**src/csve_pkg.sv**
```systemverilog
package csve_pkg;

  //////////////////////////////////////////////////////////////////////////////
  // bus geometry
  localparam int unsigned ADDR_W = 8;
  localparam int unsigned DATA_W = 32;
  localparam int unsigned BE_W   = 4;
  localparam int unsigned REG_W  = 16;

  // printed register indices; byte address is four times the index
  localparam logic [ADDR_W-1:0] IDX_CTRL     = 8'h1a;
  localparam logic [ADDR_W-1:0] IDX_DATA     = 8'h1b;
  localparam logic [ADDR_W-1:0] IDX_IRQ_STAT = 8'h20;
  localparam logic [ADDR_W-1:0] IDX_IRQ_MASK = 8'h21;

  localparam logic [ADDR_W-1:0] ADR_CTRL     = {IDX_CTRL[5:0], 2'b00};
  localparam logic [ADDR_W-1:0] ADR_DATA     = {IDX_DATA[5:0], 2'b00};
  localparam logic [ADDR_W-1:0] ADR_IRQ_STAT = {IDX_IRQ_STAT[5:0], 2'b00};
  localparam logic [ADDR_W-1:0] ADR_IRQ_MASK = {IDX_IRQ_MASK[5:0], 2'b00};

  //////////////////////////////////////////////////////////////////////////////
  // control register layout
  localparam int unsigned CTRL_EN_BIT  = 0;
  localparam int unsigned CTRL_PER_LO  = 1;
  localparam int unsigned CTRL_PER_HI  = 2;
  localparam int unsigned CTRL_FRZ_BIT = 3;
  localparam int unsigned CTRL_RDY_BIT = 15;
  localparam int unsigned PER_W        = 2;

  localparam logic [REG_W-1:0] CTRL_RST = 16'h0000;
  localparam logic [REG_W-1:0] DATA_RST = 16'h0000;

  // interrupt status / mask layout
  localparam int unsigned IRQ_W        = 2;
  localparam int unsigned IRQ_RDY_BIT  = 0;
  localparam int unsigned IRQ_DROP_BIT = 1;
  localparam logic [IRQ_W-1:0] IRQ_RST = 2'h0;

  //////////////////////////////////////////////////////////////////////////////
  // timing: one period unit is a fixed count of reference clock cycles
  localparam int unsigned UNIT_TIME_NS   = 1048576;
  localparam int unsigned REF_CLK_NS     = 8;
  localparam int unsigned UNIT_CYCLES    = UNIT_TIME_NS / REF_CLK_NS;
  localparam int unsigned UNITS_PER_STEP = 2;

  // receive error sample and variance sum
  localparam int unsigned SAMPLE_W = 8;
  localparam int unsigned SUM_W    = 32;

  //////////////////////////////////////////////////////////////////////////////
  typedef struct packed {
    logic             rdy;
    logic             freeze;
    logic [PER_W-1:0] period;
    logic             enable;
  } csve_ctrl_t;

  typedef enum logic [0:0] {
    CSVE_BUS_IDLE = 1'b0,
    CSVE_BUS_ACK  = 1'b1
  } csve_bus_t;

  typedef struct packed {
    logic              rd;
    logic              wr;
    logic [ADDR_W-1:0] addr;
    logic [BE_W-1:0]   be;
    logic [REG_W-1:0]  wdata;
  } csve_req_t;

endpackage

```
**src/csve_timer.sv**
```systemverilog
`timescale 1ns/1ns
module csve_timer #(
  parameter int unsigned UNIT_CYCLES = csve_pkg::UNIT_CYCLES,
  parameter int unsigned PER_W       = csve_pkg::PER_W
) (
  input  wire logic             clk,
  input  wire logic             srst,
  input  wire logic             run,
  input  wire logic             restart,
  input  wire logic [PER_W-1:0] sel,
  output logic                  done
);

  localparam int unsigned CYC_W  = $clog2(UNIT_CYCLES);
  localparam int unsigned UNIT_W = 8;
  localparam logic [CYC_W-1:0] CYC_LAST = CYC_W'(UNIT_CYCLES - 1);

  typedef struct packed {
    logic [CYC_W-1:0]  cyc;
    logic [UNIT_W-1:0] unit;
  } csve_tmr_t;

  csve_tmr_t         s_r;
  csve_tmr_t         s_nxt;
  logic [UNIT_W-1:0] unit_last;
  logic              cyc_end;

  // interval is (sel+1) steps of two units each
  assign unit_last = UNIT_W'((32'(sel) + 32'd1) * csve_pkg::UNITS_PER_STEP - 32'd1);
  assign cyc_end   = (s_r.cyc == CYC_LAST);
  assign done      = run && !restart && cyc_end && (s_r.unit == unit_last);

  always_comb begin
    s_nxt = s_r;
    if (restart || !run) begin
      s_nxt = '0;
    end else if (cyc_end) begin
      s_nxt.cyc  = '0;
      s_nxt.unit = done ? '0 : s_r.unit + 8'h01;
    end else begin
      s_nxt.cyc = s_r.cyc + 1'b1;
    end
  end

  always_ff @(posedge clk) begin
    if (srst) begin
      s_r <= '0;
    end else begin
      s_r <= s_nxt;
    end
  end

endmodule // csve_timer

```
**src/csve_acc.sv**
```systemverilog
`timescale 1ns/1ns
module csve_acc #(
  parameter int unsigned SAMPLE_W = csve_pkg::SAMPLE_W,
  parameter int unsigned SUM_W    = csve_pkg::SUM_W
) (
  input  wire logic                       clk,
  input  wire logic                       srst,
  input  wire logic                       clear,
  input  wire logic                       en,
  input  wire logic                       sample_valid,
  input  wire logic signed [SAMPLE_W-1:0] sample,
  output logic             [SUM_W-1:0]    sum
);

  typedef struct packed {
    logic [SUM_W-1:0] sum;
  } csve_acc_st_t;

  csve_acc_st_t              s_r;
  csve_acc_st_t              s_nxt;
  logic signed [2*SAMPLE_W-1:0] sq;
  logic        [SUM_W:0]        wide;
  logic                         take;

  assign sq   = sample * sample;
  assign take = en && sample_valid;
  assign wide = {1'b0, s_r.sum} + (SUM_W+1)'(unsigned'(sq));
  assign sum  = s_r.sum;

  always_comb begin
    s_nxt = s_r;
    if (clear) begin
      // sample of the boundary cycle opens the new interval
      s_nxt.sum = take ? SUM_W'(unsigned'(sq)) : '0;
    end else if (take) begin
      // saturate: a wrapped sum would read as a clean line
      s_nxt.sum = wide[SUM_W] ? {SUM_W{1'b1}} : wide[SUM_W-1:0];
    end
  end

  always_ff @(posedge clk) begin
    if (srst) begin
      s_r <= '0;
    end else begin
      s_r <= s_nxt;
    end
  end

endmodule // csve_acc

```
**src/cable_snr_variance_estimator.sv**
```systemverilog
// The Avalon-MM register port was decided locally.
`timescale 1ns/1ns
// Behaviour
// - the variance figure is built only from the 100 Mb receive path error samples.
// - accumulation runs only while the enable bit 0 of control is set, which resets to 0.
// - period field bits 2:1 choose 2, 4, 6 or 8 ms, resetting to 0.
// - each nominal millisecond is counted as 2^17 reference clock cycles.
// - a write of a new period value discards the running sum and restarts the interval.
// - the readable sum is loaded only when the selected period elapses.
// - the read-only ready flag at bit 15 sets when a fresh result is loaded, reset 0.
// - ready clears after two consecutive reads of the data register.
// - while freeze bit 3 is set no new result is loaded into the data register.
// - freeze clears after two consecutive reads of the data register, reset 0.
// - control bits 14:4 read as zero and ignore writes.
// - the result is a 32-bit sum seen through one 16-bit read-only data register, reset 0.
// - after freeze is set the first data read gives the low half, the second the high half.
module cable_snr_variance_estimator #(
  parameter int unsigned UNIT_CYCLES = csve_pkg::UNIT_CYCLES,
  parameter int unsigned SAMPLE_W    = csve_pkg::SAMPLE_W
) (
  input  wire logic                                  CLK,
  input  wire logic                                  SRST,
  input  wire logic                                  RX_LINK_100,
  input  wire logic                                  RX_ERR_VALID,
  input  wire logic signed [SAMPLE_W-1:0]            RX_ERR,
  input  wire logic        [csve_pkg::ADDR_W-1:0]    AVS_ADDRESS,
  input  wire logic                                  AVS_READ,
  input  wire logic                                  AVS_WRITE,
  input  wire logic        [csve_pkg::BE_W-1:0]      AVS_BYTEENABLE,
  input  wire logic        [csve_pkg::DATA_W-1:0]    AVS_WRITEDATA,
  output logic             [csve_pkg::DATA_W-1:0]    AVS_READDATA,
  output logic                                       AVS_WAITREQUEST,
  output logic                                       IRQ
);

  //////////////////////////////////////////////////////////////////////////////
  // state
  typedef struct packed {
    csve_pkg::csve_bus_t                bus;
    logic [csve_pkg::DATA_W-1:0]        rdata;
    csve_pkg::csve_ctrl_t               ctrl;
    logic                               half;
    logic [csve_pkg::SUM_W-1:0]         sum;
    logic [csve_pkg::IRQ_W-1:0]         irq_stat;
    logic [csve_pkg::IRQ_W-1:0]         irq_mask;
  } csve_state_t;

  csve_state_t                  s_r;
  csve_state_t                  s_nxt;
  csve_pkg::csve_req_t          req;
  logic                         run;
  logic                         restart;
  logic                         per_write;
  logic                         period_done;
  logic [csve_pkg::SUM_W-1:0]   acc_sum;
  logic [csve_pkg::IRQ_W-1:0]   irq_set;
  logic [csve_pkg::IRQ_W-1:0]   irq_clr;
  logic                         accept;
  logic [csve_pkg::PER_W-1:0]   wr_period;
  logic                         wr_freeze;
  logic                         wr_enable;

  //////////////////////////////////////////////////////////////////////////////
  // request bundle and bus handshake
  assign req.rd    = AVS_READ;
  assign req.wr    = AVS_WRITE;
  assign req.addr  = AVS_ADDRESS;
  assign req.be    = AVS_BYTEENABLE;
  assign req.wdata = AVS_WRITEDATA[csve_pkg::REG_W-1:0];

  // every access takes one wait cycle, answered on the second edge
  assign accept          = (req.rd || req.wr) && (s_r.bus == csve_pkg::CSVE_BUS_ACK);
  assign AVS_WAITREQUEST = (req.rd || req.wr) && (s_r.bus == csve_pkg::CSVE_BUS_IDLE);
  assign AVS_READDATA    = s_r.rdata;
  assign IRQ             = |(s_r.irq_stat & s_r.irq_mask);

  // control write fields, taken from the low byte lane
  assign wr_enable = req.wdata[csve_pkg::CTRL_EN_BIT];
  assign wr_period = req.wdata[csve_pkg::CTRL_PER_HI:csve_pkg::CTRL_PER_LO];
  assign wr_freeze = req.wdata[csve_pkg::CTRL_FRZ_BIT];

  assign per_write = accept && req.wr && (req.addr == csve_pkg::ADR_CTRL) && req.be[0]
                     && (wr_period != s_r.ctrl.period);

  //////////////////////////////////////////////////////////////////////////////
  // measurement path
  // link loss or disable restarts, so a partial interval never reports
  assign run     = s_r.ctrl.enable && RX_LINK_100;
  assign restart = per_write || !run;

  csve_timer #(
    .UNIT_CYCLES (UNIT_CYCLES),
    .PER_W       (csve_pkg::PER_W)
  ) u_timer (
    .clk     (CLK),
    .srst    (SRST),
    .run     (run),
    .restart (restart),
    .sel     (s_r.ctrl.period),
    .done    (period_done)
  );

  csve_acc #(
    .SAMPLE_W (SAMPLE_W),
    .SUM_W    (csve_pkg::SUM_W)
  ) u_acc (
    .clk          (CLK),
    .srst         (SRST),
    .clear        (restart || period_done),
    .en           (run),
    .sample_valid (RX_ERR_VALID),
    .sample       (RX_ERR),
    .sum          (acc_sum)
  );

  //////////////////////////////////////////////////////////////////////////////
  // next state
  always_comb begin
    s_nxt   = s_r;
    irq_set = '0;
    irq_clr = '0;

    // read mux sampled in the wait cycle
    if (s_r.bus == csve_pkg::CSVE_BUS_IDLE) begin
      if (req.rd || req.wr) begin
        s_nxt.bus = csve_pkg::CSVE_BUS_ACK;
      end
      if (req.rd) begin
        // only a read replaces the data, so it holds until the next read captures
        s_nxt.rdata = '0;
        case (req.addr)
          csve_pkg::ADR_CTRL: begin
            // reserved bits stay zero
            s_nxt.rdata[csve_pkg::CTRL_RDY_BIT] = s_r.ctrl.rdy;
            s_nxt.rdata[csve_pkg::CTRL_FRZ_BIT] = s_r.ctrl.freeze;
            s_nxt.rdata[csve_pkg::CTRL_PER_HI:csve_pkg::CTRL_PER_LO] = s_r.ctrl.period;
            s_nxt.rdata[csve_pkg::CTRL_EN_BIT]  = s_r.ctrl.enable;
          end
          csve_pkg::ADR_DATA: begin
            s_nxt.rdata[csve_pkg::REG_W-1:0] = s_r.half
                ? s_r.sum[csve_pkg::SUM_W-1:csve_pkg::REG_W]
                : s_r.sum[csve_pkg::REG_W-1:0];
          end
          csve_pkg::ADR_IRQ_STAT: begin
            s_nxt.rdata[csve_pkg::IRQ_W-1:0] = s_r.irq_stat;
          end
          csve_pkg::ADR_IRQ_MASK: begin
            s_nxt.rdata[csve_pkg::IRQ_W-1:0] = s_r.irq_mask;
          end
          default: begin
            s_nxt.rdata = '0;
          end
        endcase
      end
    end else begin
      s_nxt.bus = csve_pkg::CSVE_BUS_IDLE;
    end

    // side effects at the answering edge
    if (accept && req.wr) begin
      case (req.addr)
        csve_pkg::ADR_CTRL: begin
          if (req.be[0]) begin
            s_nxt.ctrl.enable = wr_enable;
            s_nxt.ctrl.period = wr_period;
            s_nxt.ctrl.freeze = wr_freeze;
            if (wr_freeze && !s_r.ctrl.freeze) begin
              s_nxt.half = 1'b0;
            end
          end
        end
        csve_pkg::ADR_IRQ_STAT: begin
          if (req.be[0]) begin
            irq_clr = req.wdata[csve_pkg::IRQ_W-1:0];
          end
        end
        csve_pkg::ADR_IRQ_MASK: begin
          if (req.be[0]) begin
            s_nxt.irq_mask = req.wdata[csve_pkg::IRQ_W-1:0];
          end
        end
        default: begin
          s_nxt.irq_mask = s_nxt.irq_mask;
        end
      endcase
    end

    if (accept && req.rd && (req.addr == csve_pkg::ADR_DATA)) begin
      if (!s_r.half) begin
        s_nxt.half = 1'b1;
      end else begin
        s_nxt.half        = 1'b0;
        s_nxt.ctrl.rdy    = 1'b0;
        s_nxt.ctrl.freeze = 1'b0;
      end
    end

    // result load; freeze as it stood before this edge decides
    if (period_done) begin
      if (s_r.ctrl.freeze) begin
        irq_set[csve_pkg::IRQ_DROP_BIT] = 1'b1;
      end else begin
        s_nxt.sum      = acc_sum;
        s_nxt.ctrl.rdy = 1'b1;
        irq_set[csve_pkg::IRQ_RDY_BIT] = 1'b1;
      end
    end

    // set wins over a clear in the same cycle
    s_nxt.irq_stat = (s_r.irq_stat & ~irq_clr) | irq_set;
  end

  //////////////////////////////////////////////////////////////////////////////
  always_ff @(posedge CLK) begin
    if (SRST) begin
      s_r.bus      <= csve_pkg::CSVE_BUS_IDLE;
      s_r.rdata    <= '0;
      s_r.ctrl     <= csve_pkg::CTRL_RST[4:0];
      s_r.half     <= 1'b0;
      s_r.sum      <= {csve_pkg::DATA_RST, csve_pkg::DATA_RST};
      s_r.irq_stat <= csve_pkg::IRQ_RST;
      s_r.irq_mask <= csve_pkg::IRQ_RST;
    end else begin
      s_r <= s_nxt;
    end
  end

endmodule // cable_snr_variance_estimator

```
**config.mk**
```make
export PLATFORM = sky130hd
export DESIGN_NAME = cable_snr_variance_estimator
export DESIGN_NICKNAME = d
export VERILOG_FILES = /design/src/csve_pkg.sv /design/src/csve_timer.sv /design/src/csve_acc.sv /design/src/cable_snr_variance_estimator.sv
export SDC_FILE = /design/constraint.sdc
export NUM_CORES = 1
export LEC_CHECK = 0
export BUFFER_PORTS_ARGS = -buffer_cell sky130_fd_sc_hd__buf_4
export CORE_UTILIZATION = 60
export DETAILED_ROUTE_END_ITERATION = 8
export PLACE_DENSITY = 0.81
export SLEW_MARGIN = 20
export SYNTH_ARGS = -nofsm -noshare
export SYNTH_HDL_FRONTEND = slang
export SYNTH_HIERARCHICAL = 1
export SYNTH_SLANG_ARGS = --single-unit
export TNS_END_PERCENT = 20
```
**constraint.sdc**
```tcl
create_clock -name CLK -period 14.4 [get_ports CLK]
set_input_delay 0.72 -clock CLK [delete_from_list [all_inputs] [get_ports CLK]]
set_output_delay 0.72 -clock CLK [all_outputs]
set_load 0.05 [all_outputs]
```
; Word-level counts from Yosys, hierarchy flattened
; Cells that the tools add are included.
[op_classes]
n_eq_ne = 7
n_addsub = 5
bitwise_logic = 6
mux = 27
reduce_logical = 35
mul = 1
[op_table]
columns = cell, count
row1 = 32-bit two-way mux, 3
row2 = 32-bit by 16-bit adder with 33-bit output, 1
row3 = 16-bit two-way mux, 2
row4 = "17-bit by 1-bit adder with 17-bit output, second input constant", 1
row5 = "17-bit equality test, second input constant", 1
row6 = "8-bit by 7-bit equality test with 1-bit output, second input constant", 2
row7 = "8-bit equality test, second input constant", 2
row8 = 8-bit by 8-bit multiplier with 16-bit output, 1
row9 = 5-bit two-way mux, 3
row10 = 1-bit logical AND, 14
row11 = 2-bit two-way mux, 6
row12 = 11-bit two-way mux, 1
row13 = 2-bit nonzero test, 5
row14 = "8-bit by 1-bit adder with 8-bit output, second input constant", 1
row15 = 8-bit equality test, 1
row16 = 1-bit two-way mux, 8
row17 = 8-bit two-way mux, 1
row18 = 2-bit one-hot mux with 4 select lines, 1
row19 = "8-bit by 1-bit subtractor with 8-bit output, second input constant", 1
row20 = 3-bit AND reduction, 2
row21 = 2-bit OR reduction, 3
row22 = 2-bit AND, 2
row23 = 1-bit logical OR, 4
row24 = 2-bit one-hot mux with 2 select lines, 1
row25 = other kinds (10), 14
[totals]
elab_cells = 94
output_inout_bits = 34
in_bits = 58
ff_bits = 116

; Logic depth before layout (Yosys ltp)
[logic_depth]
depth_word = 13
depth_mapped = 27
depth_no_buf = 25

; Modules after synthesis
; The synthesis kept the hierarchy.
[modules_own_cells]
columns = mod, seq_area_each_um2, area_each_um2, cells_per_inst, n_inst
row1 = csve_acc, 640.6, 4385.5, 534, 1
row2 = cable_snr_variance_estimator, 1181.1, 2700.1, 321, 1
row3 = csve_timer, 500.5, 1183.6, 132, 1

; Worst setup path before layout
; OpenSTA, ideal clock, no wires.
[synth_path]
path_type = in2reg
start = input port RX_ERR[6]
end = register u_acc.s_r, in the netlist u_acc/sum[31]
arrival_time_ns = 6.050
required_ns = 14.285
path_buffers = 1
path_stages = 26
setup_time_ns = 0.115
setup_slack_ns = 8.235
path_cell_list = clkbuf_1 > inv_1 > nor2_1 > inv_1 > fa_1 > inv_1 > fa_1 > fa_1 > inv_1 > fa_1 > inv_1 > ha_1 > nand3_1 > o22ai_1 > nor4_1 > a21oi_1 > a31oi_1 > xnor2_1 > ha_1 > a21o_1 > a31oi_1 > o21ba_2 > a211oi_2 > and2_1 > nand4_1 > and3_1
[synth_via]
elab_chain_cells = 5
[synth_lines]
columns = element, line_no
row1 = from (decl), cable_snr_variance_estimator.sv:25  ; input wire logic signed [SAMPLE_W-1:0] RX_ERR,
row2 = 8-bit by 8-bit multiplier with 16-bit output, csve_acc.sv:25  ; assign sq = sample * sample;
row3 = 32-bit by 16-bit adder with 33-bit output, csve_acc.sv:27  ; assign wide = {1'b0, s_r.sum} + (SUM_W+1)'(unsigned'(sq));
row4 = 32-bit two-way mux, csve_acc.sv:37  ; s_nxt.sum = wide[SUM_W] ? {SUM_W{1'b1}} : wide[SUM_W-1:0];
row5 = 32-bit two-way mux, csve_acc.sv:35  ; end else if (take) begin
row6 = 32-bit two-way mux, csve_acc.sv:32  ; if (clear) begin
row7 = to (signal assigned), csve_acc.sv:45  ; s_r <= s_nxt;
row8 = to (decl), csve_acc.sv:19  ; csve_acc_st_t s_r;
; No other way between the ends. The select of a mux whose other input is x is not followed.
; A chain may end at the register's enable or synchronous reset.

; Final worst setup path
[layout_path]
start = input port RX_ERR[7]
end = register u_acc.s_r, in the netlist u_acc/sum[4]
; The elaborated chain is that of the path after synthesis.

==> metrics.md <==
| Metric | Value |
|---|---|
| Buffer and inverter count on the worst path | 3 |
| CTS H-tree depth | 4 |
| # diodes | 0 |
| Post-DR wirelength/cell | 14.59 um |
| Clk sinks | about 120 |
| Cell Chain, Critical Path | buf_4 > nor2b_1 > fa_1 > fa_1 > fa_1 > inv_1 > fa_1 > inv_1 > ha_1 > nand3_1 > o21ba_2 > a31oi_1 > nand4_1 > a21oi_1 > xnor2_1 > ha_1 > a21oi_1 > o21ai_0 > a21oi_1 > a2bb2oi_1 > o21ai_2 > nor2_2 > a211oi_1 |
| Synth area leaders | dfxtp_1 (28%), fa_1 (10%), ha_1 (7.1%), nand2_1 (5.0%), a21oi_1 (4.8%) |
| Port Buffers | 44 |
| HP Class | reg -> reg |
| Dpl ws | 7.435 ns |
| Seq/Total Area, Yosys | 28.08% |
| Headroom to the max-slew limit | between 40% and 50% |
| DPL Wire Length | 12.40 mm |
| Setup TNS | 0 ns |
| Status | complete, no violations |
| FF+latch area | 0.002322 mm2 |
| Initial antenna violation count | 0 |
| Post-route cell area | 0.009079 mm2 |
| Netlist cell types | 71 |
| Starting DRT DRC Count | 415 |
| CTS tree | yes |
| Ys flop type | dfxtp_1 |
| Layout Cells excl Fill | 1182 |
| Starting Density | 61.95% |
| Max-Cap Viols | 0 |
| Reg-to-Reg End | u_acc/sum[15] |
| Routability Congestion | 0.8697 |
| Total Power | 0.001378 W |
| Resized Gates After CTS | 0 |
| Yosys top cell area share | 28.08% |
| Final setup violation count | 0 |
| Worst Max-Slew Pin Slew | 0.8800 ns |
| Via density | 5.736 |
| CP arrival | 6.85 ns |
| Yosys reg bits | 116 |
| Grt total ovfl | 0 |
| Post-Place Cells | 1151 |
| Final hold vios | 0 |
| Final ANT Viol Nets | 0 |
| Post-route setup slack | 7.795 ns |
| Top Family by Delay on Critical Path | adder cells |
| Syn Area/Cell | 8.378 um2 |
| CTS Buf Count | 17 |
| Setup Skew | around 0.0084 ns |
| # IOs | 92 |
| Most used cell, CP | fa_1 |
| RSZ-0062 raised after global routing | false |
| Final period util | 45.87% |
| Share of post-route cells with drive strength above 1 | approximately 11% |
| Vias | 6780 |
| Post-CTS Hold Fix Bufs | 0 |
| Max FO, Critical Path | 15 |
| Leak | 3.733 nW |
| Core area | ~0.013 mm2 |
| Die ar. | about 0.014 mm2 |
| Chip Width | between 100 and 150 um |
| Worst R2R Path Depth | 12 |
| FF-to-FF Start | u_timer/s_r[8] |
| Peak Freq | 0.1514 GHz |
| Largest net degree at the start of global routing | 76 |
| Placed instance area | 0.008494 mm2 |
| Vias in the first global route | 6509 |
| Max stage delay on crit path | 0.55 ns |
| Footprint of the multi-input gates | roughly 0.0053 mm2 |
| WL final | 17.25 mm |
| Syn. warnings | 6 |
| Std cell rows | 42 |
| Clk_lat worst skew | 0.41 ns |
| Gate Count Post-Synth | 987 |
| Post-synth ARST share | 0% |
| DRC viols | 0 |
| Worst Setup EP | u_acc/sum[4] |
| Setup Crit Path Kind | in -> reg |
| Req. time, crit path | 14.65 ns |
| First-pass GRT wire length | 29.66 mm |
| Drt first pass iters | 5 |
| Final Max Tran Viols | 0 |
| Min Tclk post-route | 6.605 ns |
| Synthesized area | between 0.008 and 0.009 mm2 |
| Layout Nets | 1142 |
| Count of flip-flops with a built-in enable after synthesis | 0 |
| Area leader, netlist | dfxtp_1 |
| Origin of the worst setup path | RX_ERR[7] |
| Endpoint class of the critical path | flip-flop |
| Layout area overhead | 9.790% |
| Critical path's slowest cell | fa_1 |
| GR Util All Layers | 25.78% |
| Fillers | 1078 |
| Die extent in y | between 100 and 150 um |
| Startpoint Class | input port |
| CP Depth | 23 |
| Clock buffer depth | 2 |
| VDD IR-drop max | 0.09012 mV |
| P per Cell Area | 151.8 mW/mm2 |
| Post-CTS Setup Inserts | 0 |
| Flop2flop setup slack | 10.22 ns |
| Clk root buf | clkbuf_16 |
| Clock Pin Slew Worst Setup and Hold Paths | roughly 0.050 ns |
area by class of cell:
| type | count | share of cell area (%) |
|---|---|---|
| clock buffer | 22 | 5.003 |
| inverter | 88 | 3.638 |
| sequential | 116 | 25.58 |
| clock inverter | 9 | 1.433 |
| multi-input combinational | 723 | 57.95 |
| tap | 176 | 2.426 |
| timing repair buffer | 48 | 3.969 |
worst reg2reg max path: stages, from the launching register on:
cell and delay (ns):
dfxtp_1 0.36, ha_1 0.20, nand3_1 0.30, nor4_1 0.35
and2_1 0.16, ha_1 0.34, nand3b_1 0.19, nor4_4 0.52
and3b_1 0.33, nand3b_1 0.53, nor2_1 0.40, o221a_2 0.24
a21o_1 0.15
synth_stat cells (5+ instances only):
| cell type | count |
|---|---|
| nand2b_1 | 10 |
| a31oi_1 | 9 |
| buf_4 | 32 |
| a211oi_1 | 19 |
| mux2_2 | 14 |
| a311oi_1 | 6 |
| o21ai_0 | 17 |
| nand3_1 | 20 |
| a21oi_1 | 80 |
| a21o_1 | 12 |
| ha_1 | 47 |
| clkbuf_1 | 36 |
| fa_1 | 43 |
| nand4_1 | 13 |
| buf_2 | 6 |
| and2_1 | 26 |
| nor3_1 | 17 |
| dfxtp_1 | 116 |
| mux2i_1 | 16 |
| xor2_1 | 19 |
| and3_1 | 8 |
| or2_2 | 5 |
| xnor2_1 | 27 |
| or3_1 | 7 |
| nor2b_1 | 10 |
| nor2_1 | 77 |
| nor4_1 | 11 |
| nand2_1 | 110 |
| o31ai_1 | 5 |
| a22oi_1 | 16 |
| inv_1 | 88 |
sequential cells by signal, summed over array words and instances, names as in the netlist:
name	cells
AVS_READDATA	16
s_r	43
u_timer/s_r	25
u_acc/sum	32
logic make-up (layout without fill, tap and decap cells):
family	after synthesis	in the layout	share of synthesized area, %
mux	30	30	3.843
simple gates	341	341	20.70
xor+xnor	46	46	4.872
other cells	1	16	0.04535
flops	116	116	28.08
buf+inv	163	167	9.033
fa+ha+maj	90	90	17.52
compound gates	200	200	15.90
layer usage:
layer  track usage [%]  vias up  part of all wire, %
met4             7.891        0                  1.5
met1             33.06     3218                   45
li1                  -     3369                    -
met2             44.22      166                   49
met3             4.358       27                  5.1
met5                 0        -                    0
stage by stage:
stage	util, %	hold WS (ns)
after CTS	68.02	0.4499
after global routing	68.02	0.4640
after detailed placement	63.64	0.4428
after floorplan	-	0.4295
final	68.02	0.4493
after global placement	63.62	0.4387
layout by cell type, fill, tap and decap left out, types with 4 or more instances in the layout:
cell         n
dfxtp_1    116
nand2_1    110
inv_1       88
a21oi_1     80
nor2_1      77
buf_4       48
ha_1        47
fa_1        43
xnor2_1     27
and2_1      26
nand3_1     20
xor2_1      19
a211oi_1    19
o21ai_0     17
nor3_1      17
clkbuf_16   17
mux2i_1     16
a22oi_1     16
conb_1      16
mux2_2      14
nand4_1     13
a21o_1      12
nor4_1      11
nand2b_1     9
nor2b_1      9
a31oi_1      9
and3_1       8
or3_1        7
a311oi_1     6
or2_2        5
o31ai_1      5
nor4b_1      4
clkbuf_1     4
o221a_2      4
or4_1        4
worst min path at each step:
stage | cells after the start | slack, ns | startpoint | to
CTS | 2 | 0.45 | s_r[29] | s_r[29]
finish | 2 | 0.45 | s_r[29] | s_r[29]
floorplan | 1 | 0.43 | u_timer/s_r[8] | u_timer/s_r[8]
global route | 2 | 0.46 | s_r[29] | s_r[29]
global placement | 2 | 0.44 | s_r[32] | s_r[32]
detailed placement | 2 | 0.44 | s_r[29] | s_r[29]
report_power, final:
part	internal (W)	switching [W]
clock	0.000275	0.000142
combinational	0.000259	0.000380
sequential	0.000322	0.000000324
Power figures use the tool's default switching activity.
